## src/acts_pkg.sv

```systemverilog
package acts_pkg;

   // register byte offsets
   localparam logic [7:0] OFS_CTRL      = 8'h00;
   localparam logic [7:0] OFS_MODE      = 8'h04;
   localparam logic [7:0] OFS_STATUS    = 8'h08;
   localparam logic [7:0] OFS_IRQ_STAT  = 8'h0c;
   localparam logic [7:0] OFS_IRQ_MASK  = 8'h10;
   localparam logic [7:0] OFS_START_DLY = 8'h14;

   // control register fields
   localparam int CTRL_RUN_POS    = 0;
   localparam int CTRL_ENABLE_POS = 1;
   localparam int CTRL_HWTRIG_POS = 2;
   localparam int CTRL_SEQ_POS    = 3;

   // mode register fields
   localparam int MODE_RATIO_LSB = 0;
   localparam int MODE_VOLT_LSB  = 3;
   localparam int MODE_SPEED_POS = 5;

   // interrupt status / mask bits
   localparam int IRQ_DONE_POS    = 0;
   localparam int IRQ_BADSET_POS  = 1;
   localparam int IRQ_REFUSED_POS = 2;
   localparam int IRQ_BITS        = 3;

   // reset values
   localparam logic [4:0]  CTRL_RESET      = 5'h00;
   localparam logic [5:0]  MODE_RESET      = 6'h00;
   localparam logic [2:0]  IRQ_MASK_RESET  = 3'h0;
   localparam logic [15:0] START_DLY_RESET = 16'h0010;

   // timing
   localparam int CLK_PERIOD_NS    = 20;
   localparam int STOP_SETTLE_NS   = 200;
   localparam int STOP_SETTLE_CYC  = (STOP_SETTLE_NS + CLK_PERIOD_NS - 1) / CLK_PERIOD_NS;
   localparam logic [2:0] SLOTS_PER_CONV = 3'h4;
   localparam logic [2:0] SEQ_DELAY_CUT  = 3'h3;

   typedef struct packed {
      logic [5:0] div;
      logic [2:0] wait_cyc;
      logic [7:0] conv_cyc;
      logic [2:0] delay_cyc;
      logic       ok;
   } acts_timing_type;

   typedef struct packed {
      logic       speed;
      logic [2:0] ratio;
      logic [1:0] volt;
   } acts_mode_type;

   localparam acts_timing_type TIM_NORM_D32 = '{6'h20, 3'h4, 8'h40, 3'h4, 1'b1};
   localparam acts_timing_type TIM_NORM_D16 = '{6'h10, 3'h4, 8'h40, 3'h4, 1'b1};
   localparam acts_timing_type TIM_LCS_D1   = '{6'h01, 3'h6, 8'hb5, 3'h4, 1'b1};
   localparam acts_timing_type TIM_LV_D32   = '{6'h20, 3'h4, 8'h50, 3'h4, 1'b1};
   localparam acts_timing_type TIM_LV_D16   = '{6'h10, 3'h4, 8'h50, 3'h4, 1'b1};
   localparam acts_timing_type TIM_BAD      = '{6'h20, 3'h4, 8'h40, 3'h4, 1'b0};

   localparam logic [1:0] VOLT_NORMAL = 2'h0;
   localparam logic [1:0] VOLT_LOW    = 2'h2;

   function automatic acts_timing_type acts_lookup(input acts_mode_type m);
      acts_timing_type t;
      t = TIM_BAD;
      case ({m.speed, m.ratio, m.volt})
         {1'b0, 3'h0, VOLT_NORMAL}: t = TIM_NORM_D32;
         {1'b0, 3'h1, VOLT_NORMAL}: t = TIM_NORM_D16;
         {1'b1, 3'h5, VOLT_NORMAL}: t = TIM_LCS_D1;
         {1'b0, 3'h0, VOLT_LOW}:    t = TIM_LV_D32;
         {1'b0, 3'h1, VOLT_LOW}:    t = TIM_LV_D16;
         default:                   t = TIM_BAD;
      endcase
      return t;
   endfunction

   typedef enum logic [4:0] {
      ST_IDLE  = 5'h01,
      ST_START = 5'h02,
      ST_WAIT  = 5'h04,
      ST_SLOT  = 5'h08,
      ST_DELAY = 5'h10
   } acts_state_type;

endpackage

```

## src/acts_prescaler.sv

```systemverilog
`timescale 1ns/1ps
module acts_prescaler #(
   parameter int DIV_W = 6
) (
   // clock and reset
   input  wire logic             clk,
   input  wire logic             reset,
   // control
   input  wire logic             restart,
   input  wire logic [DIV_W-1:0] div,
   // conversion clock enable
   output logic                  tick
);

   initial begin
      if (DIV_W < 1) begin
         $error("acts_prescaler: DIV_W must be at least 1");
      end
   end

   logic [DIV_W-1:0] cnt_reg;
   logic             last;

   assign last = (cnt_reg >= div - DIV_W'(1));

   always_ff @(posedge clk) begin
      if (reset || restart || last) begin
         cnt_reg <= '0;
      end else begin
         cnt_reg <= cnt_reg + DIV_W'(1);
      end
   end

   // restart realigns the divider so each phase starts on a full period
   always_ff @(posedge clk) begin
      if (reset || restart) begin
         tick <= 1'b0;
      end else begin
         tick <= last;
      end
   end

endmodule

```

## src/acts_timing.sv

```systemverilog
// The implementer's own choices: the register addresses and the APB register port.
`timescale 1ns/1ps
// Summary of operation
// - total time is wait, four slots, delay
// - normal ratio 000 divides by 32, 4/64/4
// - normal ratio 001 divides by 16, 4/64/4
// - speed bit, ratio 101: undivided, 6/181/4
// - low voltage ratio 001: by 16, 4/80/4
// - hardware sequential repeats skip start, wait; later software sequential scans skip start only
// - sequential mode shortens delay by three cycles
// - first conversion adds the start time
// - hardware mode: wait counts from trigger detect
// - software mode: wait counts from run set
module acts_timing (
   // clock and reset
   input  wire logic        clk,
   input  wire logic        reset,
   // apb slave
   input  wire logic        psel,
   input  wire logic        penable,
   input  wire logic        pwrite,
   input  wire logic [7:0]  paddr,
   input  wire logic [31:0] pwdata,
   output logic [31:0]      prdata,
   output logic             pready,
   output logic             pslverr,
   // hardware trigger pin
   input  wire logic        hw_trigger,
   // converter core
   output logic             converting,
   output logic [1:0]       slot_index,
   output logic             slot_end,
   output logic             conv_end,
   // interrupt
   output logic             irq
);

   logic [4:0]                 ctrl_reg;
   acts_pkg::acts_mode_type    mode_reg;
   logic [15:0]                start_dly_reg;
   logic [acts_pkg::IRQ_BITS-1:0] irq_stat_reg;
   logic [acts_pkg::IRQ_BITS-1:0] irq_mask_reg;
   acts_pkg::acts_state_type   state_reg;
   acts_pkg::acts_state_type   state_next;
   logic [15:0]                cnt_reg;
   logic [1:0]                 slot_reg;
   logic                       first_reg;
   logic                       skip_reg;
   logic [4:0]                 settle_reg;
   logic                       trig_meta_reg;
   logic                       trig_sync_reg;
   logic                       trig_old_reg;
   logic                       tick;
   logic                       restart;
   acts_pkg::acts_timing_type  tim;

   logic       run;
   logic       enable;
   logic       hw_mode;
   logic       seq_mode;
   logic       trig_edge;
   logic       wr_access;
   logic       rd_access;
   logic       wr_ctrl;
   logic       wr_mode;
   logic       mode_refused;
   logic       run_set;
   logic       go;
   logic       bad_start;
   logic       stop;
   logic       phase_last;
   logic       delay_end;
   logic       run_clear;
   logic [2:0] delay_len;
   logic       mapped;

   assign run      = ctrl_reg[acts_pkg::CTRL_RUN_POS];
   assign enable   = ctrl_reg[acts_pkg::CTRL_ENABLE_POS];
   assign hw_mode  = ctrl_reg[acts_pkg::CTRL_HWTRIG_POS];
   assign seq_mode = ctrl_reg[acts_pkg::CTRL_SEQ_POS];
   assign tim      = acts_pkg::acts_lookup(mode_reg);

   // apb: access phase lasts two cycles, pready rises in the second
   assign wr_access = psel && penable && pready && pwrite;
   assign rd_access = psel && penable && !pready && !pwrite;
   assign wr_ctrl   = wr_access && (paddr == acts_pkg::OFS_CTRL);
   assign wr_mode   = wr_access && (paddr == acts_pkg::OFS_MODE);

   always_comb begin
      case (paddr)
         acts_pkg::OFS_CTRL, acts_pkg::OFS_MODE, acts_pkg::OFS_STATUS,
         acts_pkg::OFS_IRQ_STAT, acts_pkg::OFS_IRQ_MASK,
         acts_pkg::OFS_START_DLY: mapped = 1'b1;
         default:                 mapped = 1'b0;
      endcase
   end

   // a mode write while running, enabled or still settling is dropped
   assign mode_refused = wr_mode && (run || enable || settle_reg != 5'h00);

   assign run_set = wr_ctrl && pwdata[acts_pkg::CTRL_RUN_POS] && !run;
   assign stop    = !run || !enable;

   // trigger pin is asynchronous: two flops before the edge detector
   always_ff @(posedge clk) begin
      if (reset) begin
         trig_meta_reg <= 1'b0;
         trig_sync_reg <= 1'b0;
         trig_old_reg  <= 1'b0;
      end else begin
         trig_meta_reg <= hw_trigger;
         trig_sync_reg <= trig_meta_reg;
         trig_old_reg  <= trig_sync_reg;
      end
   end

   assign trig_edge = trig_sync_reg && !trig_old_reg;
   // start request: trigger edge in hardware mode, run set in software mode
   always_comb begin
      if (hw_mode) begin
         go = trig_edge && run && enable;
      end else begin
         go = run_set && pwdata[acts_pkg::CTRL_ENABLE_POS]
              && !pwdata[acts_pkg::CTRL_HWTRIG_POS];
      end
   end

   // an unlisted setting never starts a conversion
   assign bad_start = go && !tim.ok && state_reg == acts_pkg::ST_IDLE;

   assign delay_len  = seq_mode ? tim.delay_cyc - acts_pkg::SEQ_DELAY_CUT
                                : tim.delay_cyc;
   assign phase_last = tick && (
      (state_reg == acts_pkg::ST_WAIT  && cnt_reg == 16'(tim.wait_cyc) - 16'h1) ||
      (state_reg == acts_pkg::ST_SLOT  && cnt_reg == 16'(tim.conv_cyc) - 16'h1) ||
      (state_reg == acts_pkg::ST_DELAY && cnt_reg == 16'(delay_len) - 16'h1));
   assign delay_end  = phase_last && state_reg == acts_pkg::ST_DELAY;

   // software one-shot ends by dropping the run bit
   assign run_clear = delay_end && !hw_mode && !seq_mode;

   always_comb begin
      state_next = state_reg;
      case (state_reg)
         acts_pkg::ST_IDLE: begin
            if (go && tim.ok) begin
               if (skip_reg) begin
                  state_next = acts_pkg::ST_SLOT;
               end else if (first_reg || run_set) begin
                  state_next = acts_pkg::ST_START;
               end else begin
                  state_next = acts_pkg::ST_WAIT;
               end
            end
         end
         acts_pkg::ST_START: begin
            if (cnt_reg >= start_dly_reg) begin
               state_next = acts_pkg::ST_WAIT;
            end
         end
         acts_pkg::ST_WAIT: begin
            if (phase_last) begin
               state_next = acts_pkg::ST_SLOT;
            end
         end
         acts_pkg::ST_SLOT: begin
            if (phase_last && slot_reg == 2'(acts_pkg::SLOTS_PER_CONV - 3'h1)) begin
               state_next = acts_pkg::ST_DELAY;
            end
         end
         acts_pkg::ST_DELAY: begin
            if (delay_end) begin
               // software sequential runs on at once, still with its wait
               if (seq_mode && !hw_mode) begin
                  state_next = acts_pkg::ST_WAIT;
               end else begin
                  state_next = acts_pkg::ST_IDLE;
               end
            end
         end
         default: state_next = acts_pkg::ST_IDLE;
      endcase
      if (stop && state_reg != acts_pkg::ST_IDLE) begin
         state_next = acts_pkg::ST_IDLE;
      end
   end

   always_ff @(posedge clk) begin
      if (reset) begin
         state_reg <= acts_pkg::ST_IDLE;
      end else begin
         state_reg <= state_next;
      end
   end

   // divider restarts on every phase entry so phases are whole fad periods
   assign restart = (state_next != state_reg) || (state_reg == acts_pkg::ST_START);

   acts_prescaler #(
      .DIV_W(6)
   ) u_prescaler (
      .clk    (clk),
      .reset  (reset),
      .restart(restart),
      .div    (tim.div),
      .tick   (tick)
   );

   // phase counter: system clocks in the start phase, fad ticks elsewhere
   always_ff @(posedge clk) begin
      if (reset || state_next != state_reg || phase_last) begin
         cnt_reg <= 16'h0000;
      end else if (state_reg == acts_pkg::ST_START || tick) begin
         cnt_reg <= cnt_reg + 16'h0001;
      end
   end

   always_ff @(posedge clk) begin
      if (reset || state_reg != acts_pkg::ST_SLOT) begin
         slot_reg <= 2'h0;
      end else if (phase_last) begin
         slot_reg <= slot_reg + 2'h1;
      end
   end

   // start time only before the first conversion after run is set
   always_ff @(posedge clk) begin
      if (reset) begin
         first_reg <= 1'b0;
      end else if (run_set) begin
         first_reg <= 1'b1;
      end else if (state_reg == acts_pkg::ST_START) begin
         first_reg <= 1'b0;
      end
   end

   // hardware sequential repeats go straight to the slots
   always_ff @(posedge clk) begin
      if (reset || stop || !seq_mode || !hw_mode) begin
         skip_reg <= 1'b0;
      end else if (delay_end) begin
         skip_reg <= 1'b1;
      end
   end

   always_ff @(posedge clk) begin
      if (reset) begin
         settle_reg <= 5'h00;
      end else if (run || enable) begin
         settle_reg <= 5'(acts_pkg::STOP_SETTLE_CYC);
      end else if (settle_reg != 5'h00) begin
         settle_reg <= settle_reg - 5'h01;
      end
   end

   // control: a software write wins over the hardware run clear
   always_ff @(posedge clk) begin
      if (reset) begin
         ctrl_reg <= acts_pkg::CTRL_RESET;
      end else if (wr_ctrl) begin
         ctrl_reg <= pwdata[4:0];
      end else if (run_clear) begin
         ctrl_reg[acts_pkg::CTRL_RUN_POS] <= 1'b0;
      end
   end

   always_ff @(posedge clk) begin
      if (reset) begin
         mode_reg <= acts_pkg::MODE_RESET;
      end else if (wr_mode && !mode_refused) begin
         mode_reg.speed <= pwdata[acts_pkg::MODE_SPEED_POS];
         mode_reg.ratio <= pwdata[acts_pkg::MODE_RATIO_LSB +: 3];
         mode_reg.volt  <= pwdata[acts_pkg::MODE_VOLT_LSB +: 2];
      end
   end

   always_ff @(posedge clk) begin
      if (reset) begin
         start_dly_reg <= acts_pkg::START_DLY_RESET;
      end else if (wr_access && paddr == acts_pkg::OFS_START_DLY) begin
         start_dly_reg <= pwdata[15:0];
      end
   end

   always_ff @(posedge clk) begin
      if (reset) begin
         irq_mask_reg <= acts_pkg::IRQ_MASK_RESET;
      end else if (wr_access && paddr == acts_pkg::OFS_IRQ_MASK) begin
         irq_mask_reg <= pwdata[acts_pkg::IRQ_BITS-1:0];
      end
   end

   // sticky events, write one to clear; a new event beats the clear
   always_ff @(posedge clk) begin
      if (reset) begin
         irq_stat_reg <= '0;
      end else begin
         if (wr_access && paddr == acts_pkg::OFS_IRQ_STAT) begin
            irq_stat_reg <= irq_stat_reg & ~pwdata[acts_pkg::IRQ_BITS-1:0];
         end
         if (delay_end) begin
            irq_stat_reg[acts_pkg::IRQ_DONE_POS] <= 1'b1;
         end
         if (bad_start) begin
            irq_stat_reg[acts_pkg::IRQ_BADSET_POS] <= 1'b1;
         end
         if (mode_refused) begin
            irq_stat_reg[acts_pkg::IRQ_REFUSED_POS] <= 1'b1;
         end
      end
   end

   always_ff @(posedge clk) begin
      if (reset) begin
         irq <= 1'b0;
      end else begin
         irq <= |(irq_stat_reg & irq_mask_reg);
      end
   end

   // core strobes, registered
   always_ff @(posedge clk) begin
      if (reset) begin
         converting <= 1'b0;
         slot_index <= 2'h0;
         slot_end   <= 1'b0;
         conv_end   <= 1'b0;
      end else begin
         converting <= state_reg == acts_pkg::ST_SLOT;
         slot_index <= slot_reg;
         slot_end   <= phase_last && state_reg == acts_pkg::ST_SLOT;
         conv_end   <= delay_end;
      end
   end

   always_ff @(posedge clk) begin
      if (reset) begin
         pready <= 1'b0;
      end else begin
         pready <= psel && penable && !pready;
      end
   end

   always_ff @(posedge clk) begin
      if (reset) begin
         pslverr <= 1'b0;
      end else begin
         pslverr <= psel && penable && !pready && !mapped;
      end
   end

   always_ff @(posedge clk) begin
      if (reset) begin
         prdata <= 32'h0000_0000;
      end else if (rd_access) begin
         case (paddr)
            acts_pkg::OFS_CTRL:      prdata <= {27'h0, ctrl_reg};
            acts_pkg::OFS_MODE:      prdata <= {26'h0, mode_reg.speed, mode_reg.volt,
                                                mode_reg.ratio};
            acts_pkg::OFS_STATUS:    prdata <= {22'h0, (settle_reg != 5'h00), tim.ok,
                                                slot_reg, 1'b0, state_reg};
            acts_pkg::OFS_IRQ_STAT:  prdata <= {29'h0, irq_stat_reg};
            acts_pkg::OFS_IRQ_MASK:  prdata <= {29'h0, irq_mask_reg};
            acts_pkg::OFS_START_DLY: prdata <= {16'h0, start_dly_reg};
            default:                 prdata <= 32'h0000_0000;
         endcase
      end
   end

endmodule

```

## config.mk

```make
export PLATFORM = sky130hd
export DESIGN_NAME = acts_timing
export DESIGN_NICKNAME = d
export VERILOG_FILES = /design/src/acts_pkg.sv /design/src/acts_prescaler.sv /design/src/acts_timing.sv
export SDC_FILE = /design/constraint.sdc
export NUM_CORES = 1
export LEC_CHECK = 0
export BUFFER_PORTS_ARGS = -buffer_cell sky130_fd_sc_hd__buf_2
export CAP_MARGIN = 30
export CORE_UTILIZATION = 50
export CTS_CLUSTER_SIZE = 14
export DETAILED_ROUTE_END_ITERATION = 16
export HOLD_SLACK_MARGIN = 0.15
export PLACE_DENSITY_LB_ADDON = 0.3
export RECOVER_POWER = 50
export SLEW_MARGIN = 20
export SYNTH_ARGS = -nofsm -noshare
export SYNTH_HDL_FRONTEND = slang
export SYNTH_SLANG_ARGS = --single-unit
```

## constraint.sdc

```tcl
create_clock -name clk -period 2.4 [get_ports clk]
set_clock_uncertainty 0.05 [all_clocks]
set_input_delay 0.12 -clock clk [delete_from_list [all_inputs] [get_ports clk]]
set_output_delay 0.12 -clock clk [all_outputs]
set_load 0.02 [all_outputs]
```

==> flow_summary.toml <==
[status]
status = "finished, final reports clean"

[grt]
grt_overflow_total = 0
antenna_found_initial = 0
first_global_vias = 4819
grt_use_total_pct = 27.2
grt_pass1_wl_um = 23700
grt_max_degree = 37

[logic_synthesis]
syn_area_um2 = 5370
netlist_instances = 634
ys_warn_count = 0
yosys.area_share.simple_pct = 26.5
synth_top_family_by_area = "simple AND/OR/NAND/NOR gates"
synth_mux_area_share_pct = 4.31
async_reset_ff_share_pct = 0
ys_types = 84
synth_compound_area_share_pct = 15.3
ys_ff_latch = 97
synth-adder-area-share_pct = 6.48
synth_xor_area_share_pct = 3.91
ys_seq_area_share_pct = 36.2
syn_area_per_cell_um2 = 8.47
synth_flop_cell = "dfxtp_1"
synth_edf_count = 0

[min_path]
hold_path_class = "primary input to register"

[clock_tree]
cts.sinks = 97
cts-buffers-inserted = 9
clk_pin_slew_ps = 100
cts_tree = "built"
cts_root_buf = "clkbuf_8"
h-tree-depth = 3
cts.path.max_buffers = 2
clk_latency_ps = 390

[timing]
setup_violations = 0
tightestPinTransition_ps = 667
setup_ws_ps = 57.7
slew_viol_final = 0
min_period_ps = 2340
fmax_ghz = 0.427
hold_violations = 0
max_slew_margin_pct = 55.5
finalCritPeriodShare_pct = 97.6

[drt]
dr.pass1.iters = 5
finalWirelength_um = 14700
drc_errors = 0
drtIter0Drc = 343
routedWlPerCell_um = 16.7
avgViaCountPerCell = 5.77
via_count = 5072
ant_nets = 0

[placed_design]
place_ws_ps = -51.6
portBuffers = 53
hpwl_um = 10400
dpl_cell_area_um2 = 5920
place_congestion = 0.918

[setup_path]
startpoint_type = "register"
regToRegSetupSlack_ps = 60
cp.required_ps = 2660
rr_endpoint = "u_prescaler.tick"
startpoint = "start_dly_reg[11]"
r2r-start = "start_dly_reg[11]"
cp-endpoint = "u_prescaler.tick"
cp.arrival_ps = 2600
critical_path_class = "register to register"
critPathMaxFanout = 8
reg2reg_depth = 8
worstSetupEndpointType = "register"

[final_layout]
num_antenna_cells = 0
final_util_pct = 63.2
drive_gt1_share_pct = 21.7
syn2layout_area_growth_pct = 22.1
num-fill-cells = 907
design_area_um2 = 6560
nNetsFinal = 811

[floorplan]
die-area_um2 = 11200
die_y_um = 106
num_io_pins = 86
core_um2 = 10400
rows = 37
start_util_pct = 51.8
die_x_um = 106

[power_and_ir_drop]
p_per_area_nw_per_um2 = 467
p_leak_uw = 0.00257
peakVddDrop_v = 0.000411

[job]
drv_cap = 0
==> worst min-delay path by stage <==
stage | start | endpoint | slack, ps | depth (start not counted)
2_1_floorplan | pwdata[4] | start_dly_reg[4] | 190 | 2
6_report | pwrite | prdata[13] | 170 | 5
5_1_grt | pwrite | prdata[11] | 170 | 5
3_3_place_gp | hw_trigger | trig_meta_reg | 280 | 2
4_1_cts | pwrite | prdata[10] | 150 | 5
3_5_place_dp | hw_trigger | trig_meta_reg | 280 | 2
==> timing repair <==
action | in CTS | in global routing
hold buffers | 23 | 0
pin swaps | 5 | 16
resized for setup | 14 | 34
setup endpoints to repair | 16 | 30
buffers inserted | 1 | 2
endpoints found under the hold margin | 37 | 0
cloned | 1 | 0
==> cells in the mapped netlist (all sizes together), types with 3 or more instances <==
cell     number  share of area, %
a211oi        3              0.42
a21o          3              0.42
a21oi        43               4.0
a222oi        3              0.56
a22o          4              0.65
a22oi         7              0.98
a2bb2oi       6              0.98
a31oi         4              0.58
and2          3              0.37
and3          7              0.82
and4b         3              0.58
buf          30               4.1
clkbuf       18               1.3
dfxtp        97                36
ha           27               6.3
inv          28               2.0
mux2          3              0.63
mux2i        13               2.4
mux4          3               1.3
nand2        84               5.9
nand2b        7              0.82
nand3        26               2.5
nand3b        4              0.56
nand4        14               1.6
nand4b        4              0.77
nor2         52               3.7
nor2b         6              0.70
nor3         19               2.0
nor4         12               1.4
nor4b         5              0.93
o211ai        3              0.42
o21a          4              0.56
o21ai        14               1.4
o311ai        3              0.49
or2           4              0.47
or3           4              0.47
or3b          3              0.49
or4           3              0.49
xnor2        11               1.8
xor2         13               2.1
==> worst max-delay path, cell delays in order (launching register included) <==
cell      delay (ps)
dfxtp_2          340
inv_1             60
ha_4             240
and2_4           160
a221o_1          370
o311ai_2         350
nand4_1          220
buf_6            220
nor4b_4          250
==> per-layer routing <==
layer	part of all wire [%]	global-route usage, %
met2	49	45.8
met4	2.1	8.43
met1	42	33.9
met3	6.9	7.54
met5	0	0
==> power breakdown <==
part | switching (uW) | leakage (uW) | total (uW) | internal (uW)
registers | 21.0 | 0.000789 | 1660 | 1640
logic | 212 | 0.00169 | 360 | 148
clock network | 644 | 0.0000884 | 1040 | 395
total | 877 | 0.00257 | 3060 | 2180
==> area by class of cell <==
| class | instances | area, um^2 | share of cell area [%] |
|---|---|---|---|
| Sequential cell | 97 | 1950 | 29.8 |
| Inverter | 28 | 105 | 1.60 |
| Timing Repair Buffer | 126 | 828 | 12.6 |
| Clock buffer | 9 | 124 | 1.89 |
| Tap cell | 136 | 170 | 2.60 |
| Multi-Input combinational cell | 476 | 3310 | 50.5 |
| Clock inverter | 7 | 61.3 | 0.935 |
==> placed cells by master, fill, tap and decap left out, drive strengths merged, types with 4 or more instances in the layout <==
master       netlist  layout
a22oi              7       7
clkbuf            18      39
nand4             14      14
nand2b             7       7
buf               30      73
nor4b              5       5
nand3             26      26
o21a               4       4
nor2              52      52
a31oi              4       4
nand2             84      84
nand3b             4       4
nor4              12      12
or2                4       4
a21oi             43      43
ha                27      27
mux2i             13      13
xnor2             11      11
a2bb2oi            6       6
conb               1      16
dfxtp             97      97
a22o               4       4
o21ai             14      14
and3               7       7
nor2b              6       6
dlygate4sd3        0      23
nand4b             4       4
or3                4       4
inv               28      31
xor2              13      13
nor3              19      19
==> kinds of logic after synthesis <==
| family | Yosys count |
|---|---|
| buffers and inverters | 76 |
| multiplexers | 19 |
| flip-flops | 97 |
| XOR/XNOR | 24 |
| AO/OA/AOI/OAI | 118 |
| AND/OR/NAND/NOR | 271 |
| other | 1 |
| adder cells (fa/ha/maj) | 28 |
==> per-stage QoR <==
step / total power [uW] / hold slack (ps) / TNS [ps] / cells
finish: 3060 / 167 / 0 / 879
global route: 3190 / 172 / -98.3 / 879
CTS: 3060 / 151 / 0 / 877
detailed placement: 2010 / 284 / -170 / 836
global placement: 2000 / 284 / 0 / 836
floorplan: 1940 / 194 / 0 / 649
Power figures use the tool's default switching activity.
